==> config.mk <==
export PLATFORM = sky130hd
export DESIGN_NAME = dmrf_top
export DESIGN_NICKNAME = d
export VERILOG_FILES = /design/src/verilog/dmrf_pkg.sv /design/src/verilog/dmrf_ovr_if.sv /design/src/verilog/dmrf_state_dec.sv /design/src/verilog/dmrf_src_dec.sv /design/src/verilog/dmrf_top.sv
export SDC_FILE = /design/constraint.sdc
export NUM_CORES = 1
export LEC_CHECK = 0
export BUFFER_PORTS_ARGS = -buffer_cell sky130_fd_sc_hd__buf_2
export CAP_MARGIN = 20
export CORE_MARGIN = 3
export CORE_UTILIZATION = 40
export CTS_CLUSTER_DIAMETER = 40
export CTS_CLUSTER_SIZE = 10
export DETAILED_ROUTE_END_ITERATION = 6
export PLACE_DENSITY = 0.84
export SYNTH_ARGS = -nofsm -noshare
export SYNTH_HDL_FRONTEND = slang
export SYNTH_HIERARCHICAL = 1
export SYNTH_SLANG_ARGS = --single-unit
==> constraint.sdc <==
create_clock -name sys_clk -period 2.3 [get_ports sys_clk]
set_input_delay 0.46 -clock sys_clk [delete_from_list [all_inputs] [get_ports sys_clk]]
set_output_delay 0.46 -clock sys_clk [all_outputs]
set_load 0.01 [all_outputs]
==> src/verilog/dmrf_pkg.sv <==
// constants for the main timing pll state and reference override block
package dmrf_pkg;
  // ==========================================
  // register map, byte addresses on the control bus
  localparam logic [3:0] REG_STATE_OFS = 4'h0;
  localparam logic [3:0] REG_SRC_OFS = 4'h4;
  localparam logic [3:0] REG_STATUS_OFS = 4'h8;
  // ==========================================
  // field widths and reset values
  localparam int STATE_W = 3;
  localparam int SRC_W = 4;
  localparam int N_REF = 4;
  localparam logic [2:0] STATE_RST = 3'h0;
  localparam logic [3:0] SRC_RST = 4'hF;
  // ==========================================
  // forced_state_code encodings
  localparam logic [2:0] STATE_AUTO = 3'h0;
  localparam logic [2:0] STATE_FREE_RUN = 3'h1;
  localparam logic [2:0] STATE_HOLDOVER = 3'h2;
  localparam logic [2:0] STATE_UNUSED = 3'h3;
  localparam logic [2:0] STATE_LOCKED = 3'h4;
  localparam logic [2:0] STATE_PRELOCK2 = 3'h5;
  localparam logic [2:0] STATE_PRELOCK = 3'h6;
  localparam logic [2:0] STATE_PHASE_LOST = 3'h7;
  // ==========================================
  // forced reference source encodings, entry i selects input i+1
  localparam logic [3:0] SRC_AUTO = 4'h0;
  localparam logic [3:0] SRC_AUTO_ALT = 4'hF;
  localparam logic [3:0] SRC_CODES [0:3] = '{4'h3, 4'h4, 4'h8, 4'h9};
  // ==========================================
  // bus responses
  localparam logic [1:0] RESP_OKAY = 2'h0;
  localparam logic [1:0] RESP_DECERR = 2'h3;
endpackage

==> src/verilog/dmrf_ovr_if.sv <==
// carrier between the override registers and the two code decoders
`timescale 1ns/1ps
`default_nettype none
interface dmrf_ovr_if;
  logic [2:0] state_code; // stored forced_state_code
  logic state_forced; // a state is being forced
  logic [3:0] src_code; // stored source override code
  logic src_forced; // a reference is being forced
  logic [3:0] src_sel; // one-hot forced input

  modport state_dec (input state_code, output state_forced);
  modport src_dec (input src_code, output src_forced, output src_sel);
  modport ctrl (output state_code, output src_code, input state_forced, input src_forced, input src_sel);
endinterface
`default_nettype wire

==> src/verilog/dmrf_state_dec.sv <==
// decoder for the forced operating state code
`timescale 1ns/1ps
`default_nettype none
module dmrf_state_dec (
  dmrf_ovr_if.state_dec bus // code in, force flag out
);
  // zero and the unused code leave the state machine in charge
  always_comb
  begin
    bus.state_forced = (bus.state_code != dmrf_pkg::STATE_AUTO) &&
                       (bus.state_code != dmrf_pkg::STATE_UNUSED);
  end
endmodule
`default_nettype wire

==> src/verilog/dmrf_src_dec.sv <==
// decoder for the forced reference source code
`timescale 1ns/1ps
`default_nettype none
module dmrf_src_dec (
  dmrf_ovr_if.src_dec bus // code in, selection out
);
  logic [3:0] hit;

  // one compare per input; unassigned codes match nothing
  for (genvar i = 0; i < dmrf_pkg::N_REF; i++)
  begin : g_ref
    assign hit[i] = (bus.src_code == dmrf_pkg::SRC_CODES[i]);
  end

  // no hit keeps automatic selection
  assign bus.src_sel = hit;
  assign bus.src_forced = |hit;
endmodule
`default_nettype wire

==> src/verilog/dmrf_top.sv <==
// axi4-lite override registers for main timing pll state and reference
`timescale 1ns/1ps
`default_nettype none
// Behaviour
// - zero and unused code 3 mean automatic, other codes force state
// - forced state suspends monitoring-driven transitions
// - codes 3,4,8,9 force inputs one to four
// - other source codes keep automatic selection
// - forced input bypasses monitoring, treated valid
// - forced input failure never disqualifies it
// - forced input gets top priority
// - source register resets to 0000 1111
module dmrf_top (
  input wire logic sys_clk, // 40 MHz system clock
  input wire logic rst, // asynchronous reset, active high
  input wire logic [3:0] s_axi_awaddr, // write address
  input wire logic s_axi_awvalid, // write address valid
  output logic s_axi_awready, // write address ready
  input wire logic [31:0] s_axi_wdata, // write data
  input wire logic [3:0] s_axi_wstrb, // write byte strobes
  input wire logic s_axi_wvalid, // write data valid
  output logic s_axi_wready, // write data ready
  output logic [1:0] s_axi_bresp, // write response
  output logic s_axi_bvalid, // write response valid
  input wire logic s_axi_bready, // write response ready
  input wire logic [3:0] s_axi_araddr, // read address
  input wire logic s_axi_arvalid, // read address valid
  output logic s_axi_arready, // read address ready
  output logic [31:0] s_axi_rdata, // read data
  output logic [1:0] s_axi_rresp, // read response
  output logic s_axi_rvalid, // read data valid
  input wire logic s_axi_rready, // read data ready
  input wire logic [2:0] sm_state_code, // state from internal state machine
  input wire logic [3:0] mon_valid, // per-input monitor verdict
  input wire logic [3:0] mon_disq, // per-input disqualify request
  output logic [2:0] pll_state_code, // effective pll state
  output logic state_forced, // state override active
  output logic monitor_hold, // monitoring may not move state
  output logic ref_forced, // reference override active
  output logic [3:0] ref_force_sel, // one-hot forced input
  output logic [3:0] ref_valid, // per-input valid after bypass
  output logic [3:0] ref_disq, // per-input disqualify after bypass
  output logic [3:0] ref_top_prio // input raised to priority one
);
  // ==========================================
  // configuration registers
  logic [2:0] state_code_q, state_code_d;
  logic [3:0] src_code_q, src_code_d;

  dmrf_ovr_if ovr ();
  assign ovr.state_code = state_code_q;
  assign ovr.src_code = src_code_q;

  dmrf_state_dec u_state_dec (
    .bus (ovr)
  );

  dmrf_src_dec u_src_dec (
    .bus (ovr)
  );

  // ==========================================
  // write channel
  logic aw_hold_q, aw_hold_d;
  logic w_hold_q, w_hold_d;
  logic [3:0] aw_addr_q, aw_addr_d;
  logic [31:0] w_data_q, w_data_d;
  logic [3:0] w_strb_q, w_strb_d;
  logic awready_q, awready_d;
  logic wready_q, wready_d;
  logic bvalid_q, bvalid_d;
  logic [1:0] bresp_q, bresp_d;
  logic do_write;
  logic [3:0] wr_addr;
  logic [31:0] wr_data;
  logic [3:0] wr_strb;
  // word indices of the three registers, declared before the decode uses them
  localparam logic [1:0] REG_IDX_STATE = dmrf_pkg::REG_STATE_OFS[3:2];
  localparam logic [1:0] REG_IDX_SRC = dmrf_pkg::REG_SRC_OFS[3:2];
  localparam logic [1:0] REG_IDX_STATUS = dmrf_pkg::REG_STATUS_OFS[3:2];

  // address and data taken in either order, response after both
  always_comb
  begin
    aw_hold_d = aw_hold_q | (s_axi_awvalid & awready_q);
    w_hold_d = w_hold_q | (s_axi_wvalid & wready_q);
    aw_addr_d = (s_axi_awvalid & awready_q) ? s_axi_awaddr : aw_addr_q;
    w_data_d = (s_axi_wvalid & wready_q) ? s_axi_wdata : w_data_q;
    w_strb_d = (s_axi_wvalid & wready_q) ? s_axi_wstrb : w_strb_q;
    wr_addr = aw_addr_d;
    wr_data = w_data_d;
    wr_strb = w_strb_d;
    do_write = aw_hold_d & w_hold_d;
    bvalid_d = bvalid_q & ~s_axi_bready;
    bresp_d = bresp_q;
    if (do_write)
    begin
      aw_hold_d = 1'b0;
      w_hold_d = 1'b0;
      bvalid_d = 1'b1;
      bresp_d = (wr_addr[3:2] == REG_IDX_STATE || wr_addr[3:2] == REG_IDX_SRC ||
                 wr_addr[3:2] == REG_IDX_STATUS) ? dmrf_pkg::RESP_OKAY : dmrf_pkg::RESP_DECERR;
    end
    awready_d = ~aw_hold_d & ~bvalid_d;
    wready_d = ~w_hold_d & ~bvalid_d;
  end

  // register the write channel
  always_ff @(posedge sys_clk or posedge rst)
  begin
    if (rst)
    begin
      aw_hold_q <= 1'b0;
      w_hold_q <= 1'b0;
      aw_addr_q <= 4'h0;
      w_data_q <= 32'h0000_0000;
      w_strb_q <= 4'h0;
      awready_q <= 1'b1;
      wready_q <= 1'b1;
      bvalid_q <= 1'b0;
      bresp_q <= dmrf_pkg::RESP_OKAY;
    end
    else
    begin
      aw_hold_q <= aw_hold_d;
      w_hold_q <= w_hold_d;
      aw_addr_q <= aw_addr_d;
      w_data_q <= w_data_d;
      w_strb_q <= w_strb_d;
      awready_q <= awready_d;
      wready_q <= wready_d;
      bvalid_q <= bvalid_d;
      bresp_q <= bresp_d;
    end
  end

  // ==========================================
  // override fields; only the low field bits are stored
  always_comb
  begin
    state_code_d = state_code_q;
    src_code_d = src_code_q;
    if (do_write && wr_strb[0])
    begin
      if (wr_addr[3:2] == REG_IDX_STATE)
        state_code_d = wr_data[2:0];
      if (wr_addr[3:2] == REG_IDX_SRC)
        src_code_d = wr_data[3:0];
    end
  end

  // reset leaves both selections automatic
  always_ff @(posedge sys_clk or posedge rst)
  begin
    if (rst)
    begin
      state_code_q <= dmrf_pkg::STATE_RST;
      src_code_q <= dmrf_pkg::SRC_RST;
    end
    else
    begin
      state_code_q <= state_code_d;
      src_code_q <= src_code_d;
    end
  end

  // ==========================================
  // read channel
  logic arready_q, arready_d;
  logic rvalid_q, rvalid_d;
  logic [31:0] rdata_q, rdata_d;
  logic [1:0] rresp_q, rresp_d;

  // one read at a time, data one cycle after the address is taken
  always_comb
  begin
    rvalid_d = rvalid_q & ~s_axi_rready;
    rdata_d = rdata_q;
    rresp_d = rresp_q;
    if (s_axi_arvalid && arready_q)
    begin
      rvalid_d = 1'b1;
      rresp_d = dmrf_pkg::RESP_OKAY;
      case (s_axi_araddr[3:2])
        REG_IDX_STATE: rdata_d = {29'h0000_0000, state_code_q};
        REG_IDX_SRC: rdata_d = {28'h000_0000, src_code_q};
        REG_IDX_STATUS: rdata_d = {24'h00_0000, ref_force_sel, state_forced, pll_state_code};
        default:
        begin
          rdata_d = 32'h0000_0000;
          rresp_d = dmrf_pkg::RESP_DECERR;
        end
      endcase
    end
    arready_d = ~rvalid_d;
  end

  // register the read channel
  always_ff @(posedge sys_clk or posedge rst)
  begin
    if (rst)
    begin
      arready_q <= 1'b1;
      rvalid_q <= 1'b0;
      rdata_q <= 32'h0000_0000;
      rresp_q <= dmrf_pkg::RESP_OKAY;
    end
    else
    begin
      arready_q <= arready_d;
      rvalid_q <= rvalid_d;
      rdata_q <= rdata_d;
      rresp_q <= rresp_d;
    end
  end

  // ==========================================
  // override outputs toward the pll and selector
  logic [2:0] pll_state_d;
  logic [3:0] ref_valid_d, ref_disq_d;

  // forced state replaces the state machine; forced input is valid
  always_comb
  begin
    pll_state_d = ovr.state_forced ? state_code_q : sm_state_code;
    ref_valid_d = mon_valid | ovr.src_sel;
    ref_disq_d = mon_disq & ~ovr.src_sel;
  end

  // outputs straight from flip-flops
  always_ff @(posedge sys_clk or posedge rst)
  begin
    if (rst)
    begin
      pll_state_code <= dmrf_pkg::STATE_AUTO;
      state_forced <= 1'b0;
      monitor_hold <= 1'b0;
      ref_forced <= 1'b0;
      ref_force_sel <= 4'h0;
      ref_valid <= 4'h0;
      ref_disq <= 4'h0;
      ref_top_prio <= 4'h0;
    end
    else
    begin
      pll_state_code <= pll_state_d;
      state_forced <= ovr.state_forced;
      monitor_hold <= ovr.state_forced;
      ref_forced <= ovr.src_forced;
      ref_force_sel <= ovr.src_sel;
      ref_valid <= ref_valid_d;
      ref_disq <= ref_disq_d;
      ref_top_prio <= ovr.src_sel;
    end
  end

  assign s_axi_awready = awready_q;
  assign s_axi_wready = wready_q;
  assign s_axi_bvalid = bvalid_q;
  assign s_axi_bresp = bresp_q;
  assign s_axi_arready = arready_q;
  assign s_axi_rvalid = rvalid_q;
  assign s_axi_rdata = rdata_q;
  assign s_axi_rresp = rresp_q;
endmodule
`default_nettype wire

Yosys cells after proc, flatten, opt, wreduce, memory -nomap -nowiden. Index checks and enable logic that the tools add are counted.

Add/sub/neg operators: 0. Multiply operators: 0. Divide/modulo/power cells: 0. Magnitude comparators: 0. Equal/unequal tests: 9. Shift-type cells: 0. Multiplexer cells: 11. Bitwise logic cells: 18. Reductions and logical operators: 12.

Operators with widths (number): one-hot mux 8 bit (3 select lines) (1); equality test 4 bit, second input constant (2); 2-to-1 mux 4 bit (2); bitwise AND 1 bit (7); NOT 1 bit (6); 2-to-1 mux 1 bit (5); bitwise AND 4 bit (1); equality test 2 x 1 -> 1 bit, second input constant (2); equality test 2 bit, second input constant (2); equality test 4 x 2 -> 1 bit, second input constant (1); equality test 4 x 3 -> 1 bit, second input constant (1); logical NOT 2 bit (2); 2-to-1 mux 2 bit (2); NOT 4 bit (1); bitwise OR 4 bit (1); AND reduction 2 bit (2); OR reduction 4 bit (1); logical AND 1 bit (3); 2-to-1 mux 3 bit (1); != test 3 x 2 -> 1 bit, second input constant (1); nonzero test 3 bit (1); OR reduction 3 bit (1); logical OR 1 bit (2); bitwise OR 1 bit (2).

Flip-flop bits (word level): 76. Bits in latches: 0. Bits in writable memories: 0. Bits in read-only memories: 0. Input bits: 62. Output and inout port bits: 63. Word-level logic and storage cells: 72. Memories kept: 0.

Longest topological paths before layout.
Word-level depth: 6. Mapped depth: 5. Depth with buffers taken out: 5.

Modules after synthesis. The synthesis kept the hierarchy.

Modules (own cells, without submodules): dmrf_top (times used 1, cells each 159, area each 2008.2 um2, seq. area each 1209.9 um2); dmrf_src_dec (times used 1, cells each 9, area each 75.1 um2, seq. area each 0.0 um2); dmrf_state_dec (times used 1, cells each 2, area each 15.0 um2, seq. area each 0.0 um2).

Least setup slack after synthesis. OpenSTA, ideal clock, no wires.

Path type: reg-to-reg. From: register awready_q (netlist: s_axi_awready). To: register src_code_q[0] (netlist: ovr.src_code[0]). Library setup time: 0.082 ns. Data arrival time: 1.612 ns. Required time: 2.218 ns. Slack: 0.606 ns. Stages on the path, launching flop included: 6. Buffers on the path: 0. Period minus slack after synthesis: 1.694 ns. Cell sequence: dfstp_2 nand2_2 mux2i_4 inv_2 nor4b_4 mux2_2.

Elaborated cells between the ends (all ways): 7. Those cells by class: eq/ne (1); mux (1); bitwise (3); reduce/logical (2).

RTL lines: start, declared (RTL line dmrf_top.sv:69) `logic awready_q, awready_d;`; start signal, assigned (RTL line dmrf_top.sv:130) `awready_q <= awready_d;`; bitwise AND 1 bit (RTL line dmrf_top.sv:87) `aw_addr_d = (s_axi_awvalid & awready_q) ? s_axi_awaddr : aw_addr_q;`; 2-to-1 mux 4 bit (RTL line dmrf_top.sv:87); named net aw_addr_d[3] (RTL line dmrf_top.sv:66) `logic [3:0] aw_addr_q, aw_addr_d;`; equality test 2 x 1 -> 1 bit (RTL line dmrf_top.sv:147) `if (wr_addr[3:2] == REG_IDX_SRC)`; AND reduction 2 bit (no source line); end signal, assigned (RTL line dmrf_top.sv:158) `src_code_q <= dmrf_pkg::SRC_RST;`; end signal, assigned (RTL line dmrf_top.sv:163) `src_code_q <= src_code_d;`; end, declared (RTL line dmrf_top.sv:48) `logic [3:0] src_code_q, src_code_d;`.

The timed path passes the listed nets, and every way through them passes these cells. A chain may end at the register's enable or synchronous reset.

Worst setup path in the final report.
From: register awready_q (netlist: s_axi_awready). To: register state_code_q[2] (netlist: ovr.state_code[2]).

Cells in the longest elaborated chain, start to end: 5. Elaborated cells between the ends (all ways): 7. Those cells by class: mux (1); bitwise (3); reduce/logical (3).

RTL lines: bitwise AND 1 bit * (RTL line dmrf_top.sv:85, dmrf_top.sv:87); bitwise OR 1 bit (RTL line dmrf_top.sv:85) `aw_hold_d = aw_hold_q | (s_axi_awvalid & awready_q);`; bitwise AND 1 bit (RTL line dmrf_top.sv:93) `do_write = aw_hold_d & w_hold_d;`; logical AND 1 bit (RTL line dmrf_top.sv:143) `if (do_write && wr_strb[0])`; AND reduction 2 bit (no source line) *; end signal, assigned (RTL line dmrf_top.sv:157) `state_code_q <= dmrf_pkg::STATE_RST;`; end signal, assigned (RTL line dmrf_top.sv:162) `state_code_q <= state_code_d;`; end, declared (RTL line dmrf_top.sv:47) `logic [2:0] state_code_q, state_code_d;`.

Every way passes the cells marked *; elsewhere a longest branch is shown, timed or not.

==> flow_metrics.py <==
metrics = {
    "finish": {
        "area_growth_pct": 17.1,
        "num_antenna_cells": 0,
        "drive_above_1_share_pct": 45.7,
        "fin_cells": 301,
        "layout.nets": 295,
        "post-route-util_pct": 50.4,
    },
    "clock_tree": {
        "clock_latency_ns": 0.29,
        "cts_buffers": 5,
        "cts_tree": "built",
        "htree_levels": 2,
        "cts.repair.resized": 0,
        "clockBufferDepth": 2,
        "cts_hold_buf": 0,
        "root_buffer": "clkbuf_8",
        "clkSinkCount": 48,
        "cts_setup_buffers": 0,
        "clkTransAtPathRegs_ns": 0.09,
    },
    "synth": {
        "synth_cell_types": 29,
        "async_flop_share_pct": 100,
        "ys_seq_area_share_pct": 57.7,
        "synth_area_um2": 2100,
        "synth_area_leaders": "dfrtp_1 (49%), buf_4 (11%), dfstp_2 (8.8%), mux2_2 (8.1%), nor4b_4 (2.3%)",
        "synthXorXnorAreaFrac_pct": 0.417,
        "synth-adder-area-share_pct": 0,
        "yosysMostFrequentCell": "dfrtp_1",
        "synth_seq_cells": 48,
        "syn_area_per_cell_um2": 12.3,
        "synth_top_area_share_pct": 48.9,
        "synth_cells": 170,
        "synth_top_family_by_area": "buffers and inverters",
        "yosys_most_used_dff": "dfrtp_1",
        "synth_edf_count": 0,
        "synth_area_leader_cell": "dfrtp_1",
        "synth-simple-area-share_pct": 12.2,
        "muxShareOfSynthArea_pct": 11.0,
        "yosys_warnings": 6,
        "synth_compound_area_share_pct": 6.20,
        "yosys-top-cells-count": "dfrtp_1 (41), buf_4 (31), mux2_2 (15)",
    },
    "flow_run": {
        "drv_cap": 0,
    },
    "die": {
        "io_pins": 125,
        "dieArea_um2": 6150,
        "row_count": 25,
        "initial_utilization_pct": 43.0,
        "die_w_um": 78.4,
        "die_h_um": 78.4,
        "core_um2": 4880,
    },
    "critical_path": {
        "rr_startpoint": "s_axi_awready$_DFF_PP1_",
        "crit_start": "s_axi_awready$_DFF_PP1_",
        "start_kind": "flip-flop",
        "endpoint_kind": "flip-flop",
        "crit_fanout": 4,
        "worst-r2r-setup-slack_ns": 0.51,
        "r2r_cells": 4,
        "r2r_end": "ovr.state_code[2]$_DFFE_PP0P_",
        "required_ns": 2.48,
        "critical_path_class": "flip-flop to flip-flop",
        "arrival_ns": 1.97,
    },
    "placement": {
        "place.gp.congestion": 0.707,
        "io_buffer_count": 65,
        "hpwl_um": 2810,
        "dpl.cell_count": 293,
    },
    "sta": {
        "hold_viol": 0,
        "setup_tns_ns": 0,
        "timing_max_transition_violations_final": 0,
        "final.period_utilization_pct": 77.8,
        "worst_pin_slew_ns": 0.581,
        "period_needed_ns": 1.79,
        "clock.fmax_mhz": 559,
        "rsz0062_at_grt": "no",
        "finClkSkew_ns": 0.0102,
        "relSlewSlack_pct": 61.3,
        "setup_viol_count_final": 0,
    },
    "outcome": {
        "outcome": "finished, final reports clean",
    },
    "power_and_ir_drop": {
        "switchingPower_uw": 980,
        "leakage_uw": 0.00129,
        "ir_drop_v": 0.000490,
        "pwr-share-seq_pct": 48.5,
        "pwr-share-comb_pct": 33.7,
        "clkPwrFrac_pct": 17.9,
        "switching_share_pct": 33.8,
        "powerDensity_nw_per_um2": 1180,
        "p_int_uw": 1920,
    },
    "drt": {
        "num_vias": 1316,
        "met2WireLength_um": 1760,
        "drt-wirelength-per-cell_um": 11.9,
        "wirelength_um": 3590,
        "wl_met3_um": 317,
        "top_layer": "met4",
        "drc_errors": 0,
        "drt-initial-drc-count": 44,
        "avgViaCountPerCell": 4.37,
        "first_pass_iters": 4,
        "postRouteAntennaNets": 0,
        "met1_length_um": 1490,
    },
    "global_routing": {
        "antenna_found_initial": 0,
        "grt_max_degree": 49,
        "grt.total_usage_pct": 12.0,
        "grt_pass1_wl_um": 5860,
        "gr-total-overflow": 0,
        "grt_pass1_vias": 1299,
    },
    "worst_hold_path": {
        "hold_path_class": "input port to async pin",
    },
}
==> logic make-up (layout without fill, tap and decap cells) <==
group | count (synthesis) | in the layout
simple gates | 42 | 42
other cells | 1 | 24
flops | 48 | 48
mux | 20 | 20
xor+xnor | 1 | 1
buf+inv | 38 | 79
compound gates | 20 | 20
==> worst max-delay path by stage <==
stage	slack, ns	end	depth (start not counted)
after floorplan	0.61	ovr.src_code[0]$_DFFE_PP1P_	5
after global placement	0.41	ovr.src_code[0]$_DFFE_PP1P_	6
after detailed placement	0.39	ovr.state_code[2]$_DFFE_PP0P_	5
after CTS	0.49	ovr.state_code[2]$_DFFE_PP0P_	4
after global routing	0.41	ovr.state_code[2]$_DFFE_PP0P_	4
final	0.51	ovr.state_code[2]$_DFFE_PP0P_	4
==> flip-flops by register name, indices dropped and copies added (netlist names), 2 cells and up <==
signal	count
aw_addr_q	2
ovr.src_code	4
ovr.state_code	3
pll_state_code	3
ref_disq	4
ref_top_prio	4
ref_valid	4
s_axi_rdata	8
w_data_q	4
==> critical path, stage by stage, from the launching register on <==
cell and delay [ns]:
dfstp_2 0.57, nand2_2 0.09, mux2i_1 0.39, nand4b_1 0.29, mux2_2 0.34
==> metal layers <==
layer  track usage, %  vias up
met5                0        -
met4             3.67        0
met3             3.44        5
met2             21.0       62
met1             14.4      615
li1                 -      634
==> cell type report <==
cell class / instances / area, um^2
flip-flops and latches: 48 / 1210
well taps: 67 / 83.8
clock inverters: 2 / 13.8
multi-input cells: 107 / 716
clock buffers: 6 / 82.6
inverters: 5 / 18.8
fillers: 447 / 2420
repair buffers: 66 / 333
==> layout by cell type (no fill, tap or decap) <==
cell type / Yosys / layout
nand2b_1: 2 / 2
inv_2: 1 / 2
buf_4: 31 / 1
mux2i_4: 1 / 1
nand2_2: 1 / 1
a21o_1: 2 / 2
mux2i_1: 4 / 4
buf_2: 0 / 65
or2_2: 4 / 4
a21o_2: 1 / 1
nor3b_1: 3 / 3
nor2b_1: 6 / 6
dfrtp_1: 41 / 41
o21ai_0: 6 / 6
nand2_1: 11 / 11
clkinv_2: 0 / 1
a22o_1: 4 / 4
inv_6: 0 / 1
o31ai_1: 1 / 1
conb_1: 1 / 24
and2_1: 3 / 3
xnor2_1: 1 / 1
a211o_1: 1 / 1
clkbuf_8: 0 / 6
a21oi_1: 5 / 5
nand4b_1: 1 / 1
mux2_2: 15 / 15
inv_1: 4 / 3
dfstp_2: 7 / 7
nor2_1: 8 / 8
nor4b_4: 2 / 2
nor3_1: 1 / 1
==> power groups by stage <==
| stage | logic, uW | registers (uW) | clock network (uW) |
|---|---|---|---|
| 3_5_place_dp | 997 | 1430 | 0 |
| 2_1_floorplan | 681 | 1460 | 0 |
| 5_1_grt | 1090 | 1450 | 578 |
| 6_report | 977 | 1410 | 518 |
| 3_3_place_gp | 970 | 1410 | 0 |
| 4_1_cts | 996 | 1410 | 541 |
==> through the flow <==
| step | worst slack [ns] | cell area, um^2 | hold slack [ns] | power, uW |
|---|---|---|---|---|
| floorplan | 0.606 | 2180 | 0.467 | 2140 |
| global placement | 0.411 | 2360 | 0.462 | 2380 |
| detailed placement | 0.390 | 2360 | 0.466 | 2420 |
| CTS | 0.491 | 2460 | 0.326 | 2950 |
| global route | 0.414 | 2460 | 0.332 | 3120 |
| finish | 0.510 | 2460 | 0.296 | 2900 |
Power figures use the tool's default switching activity.
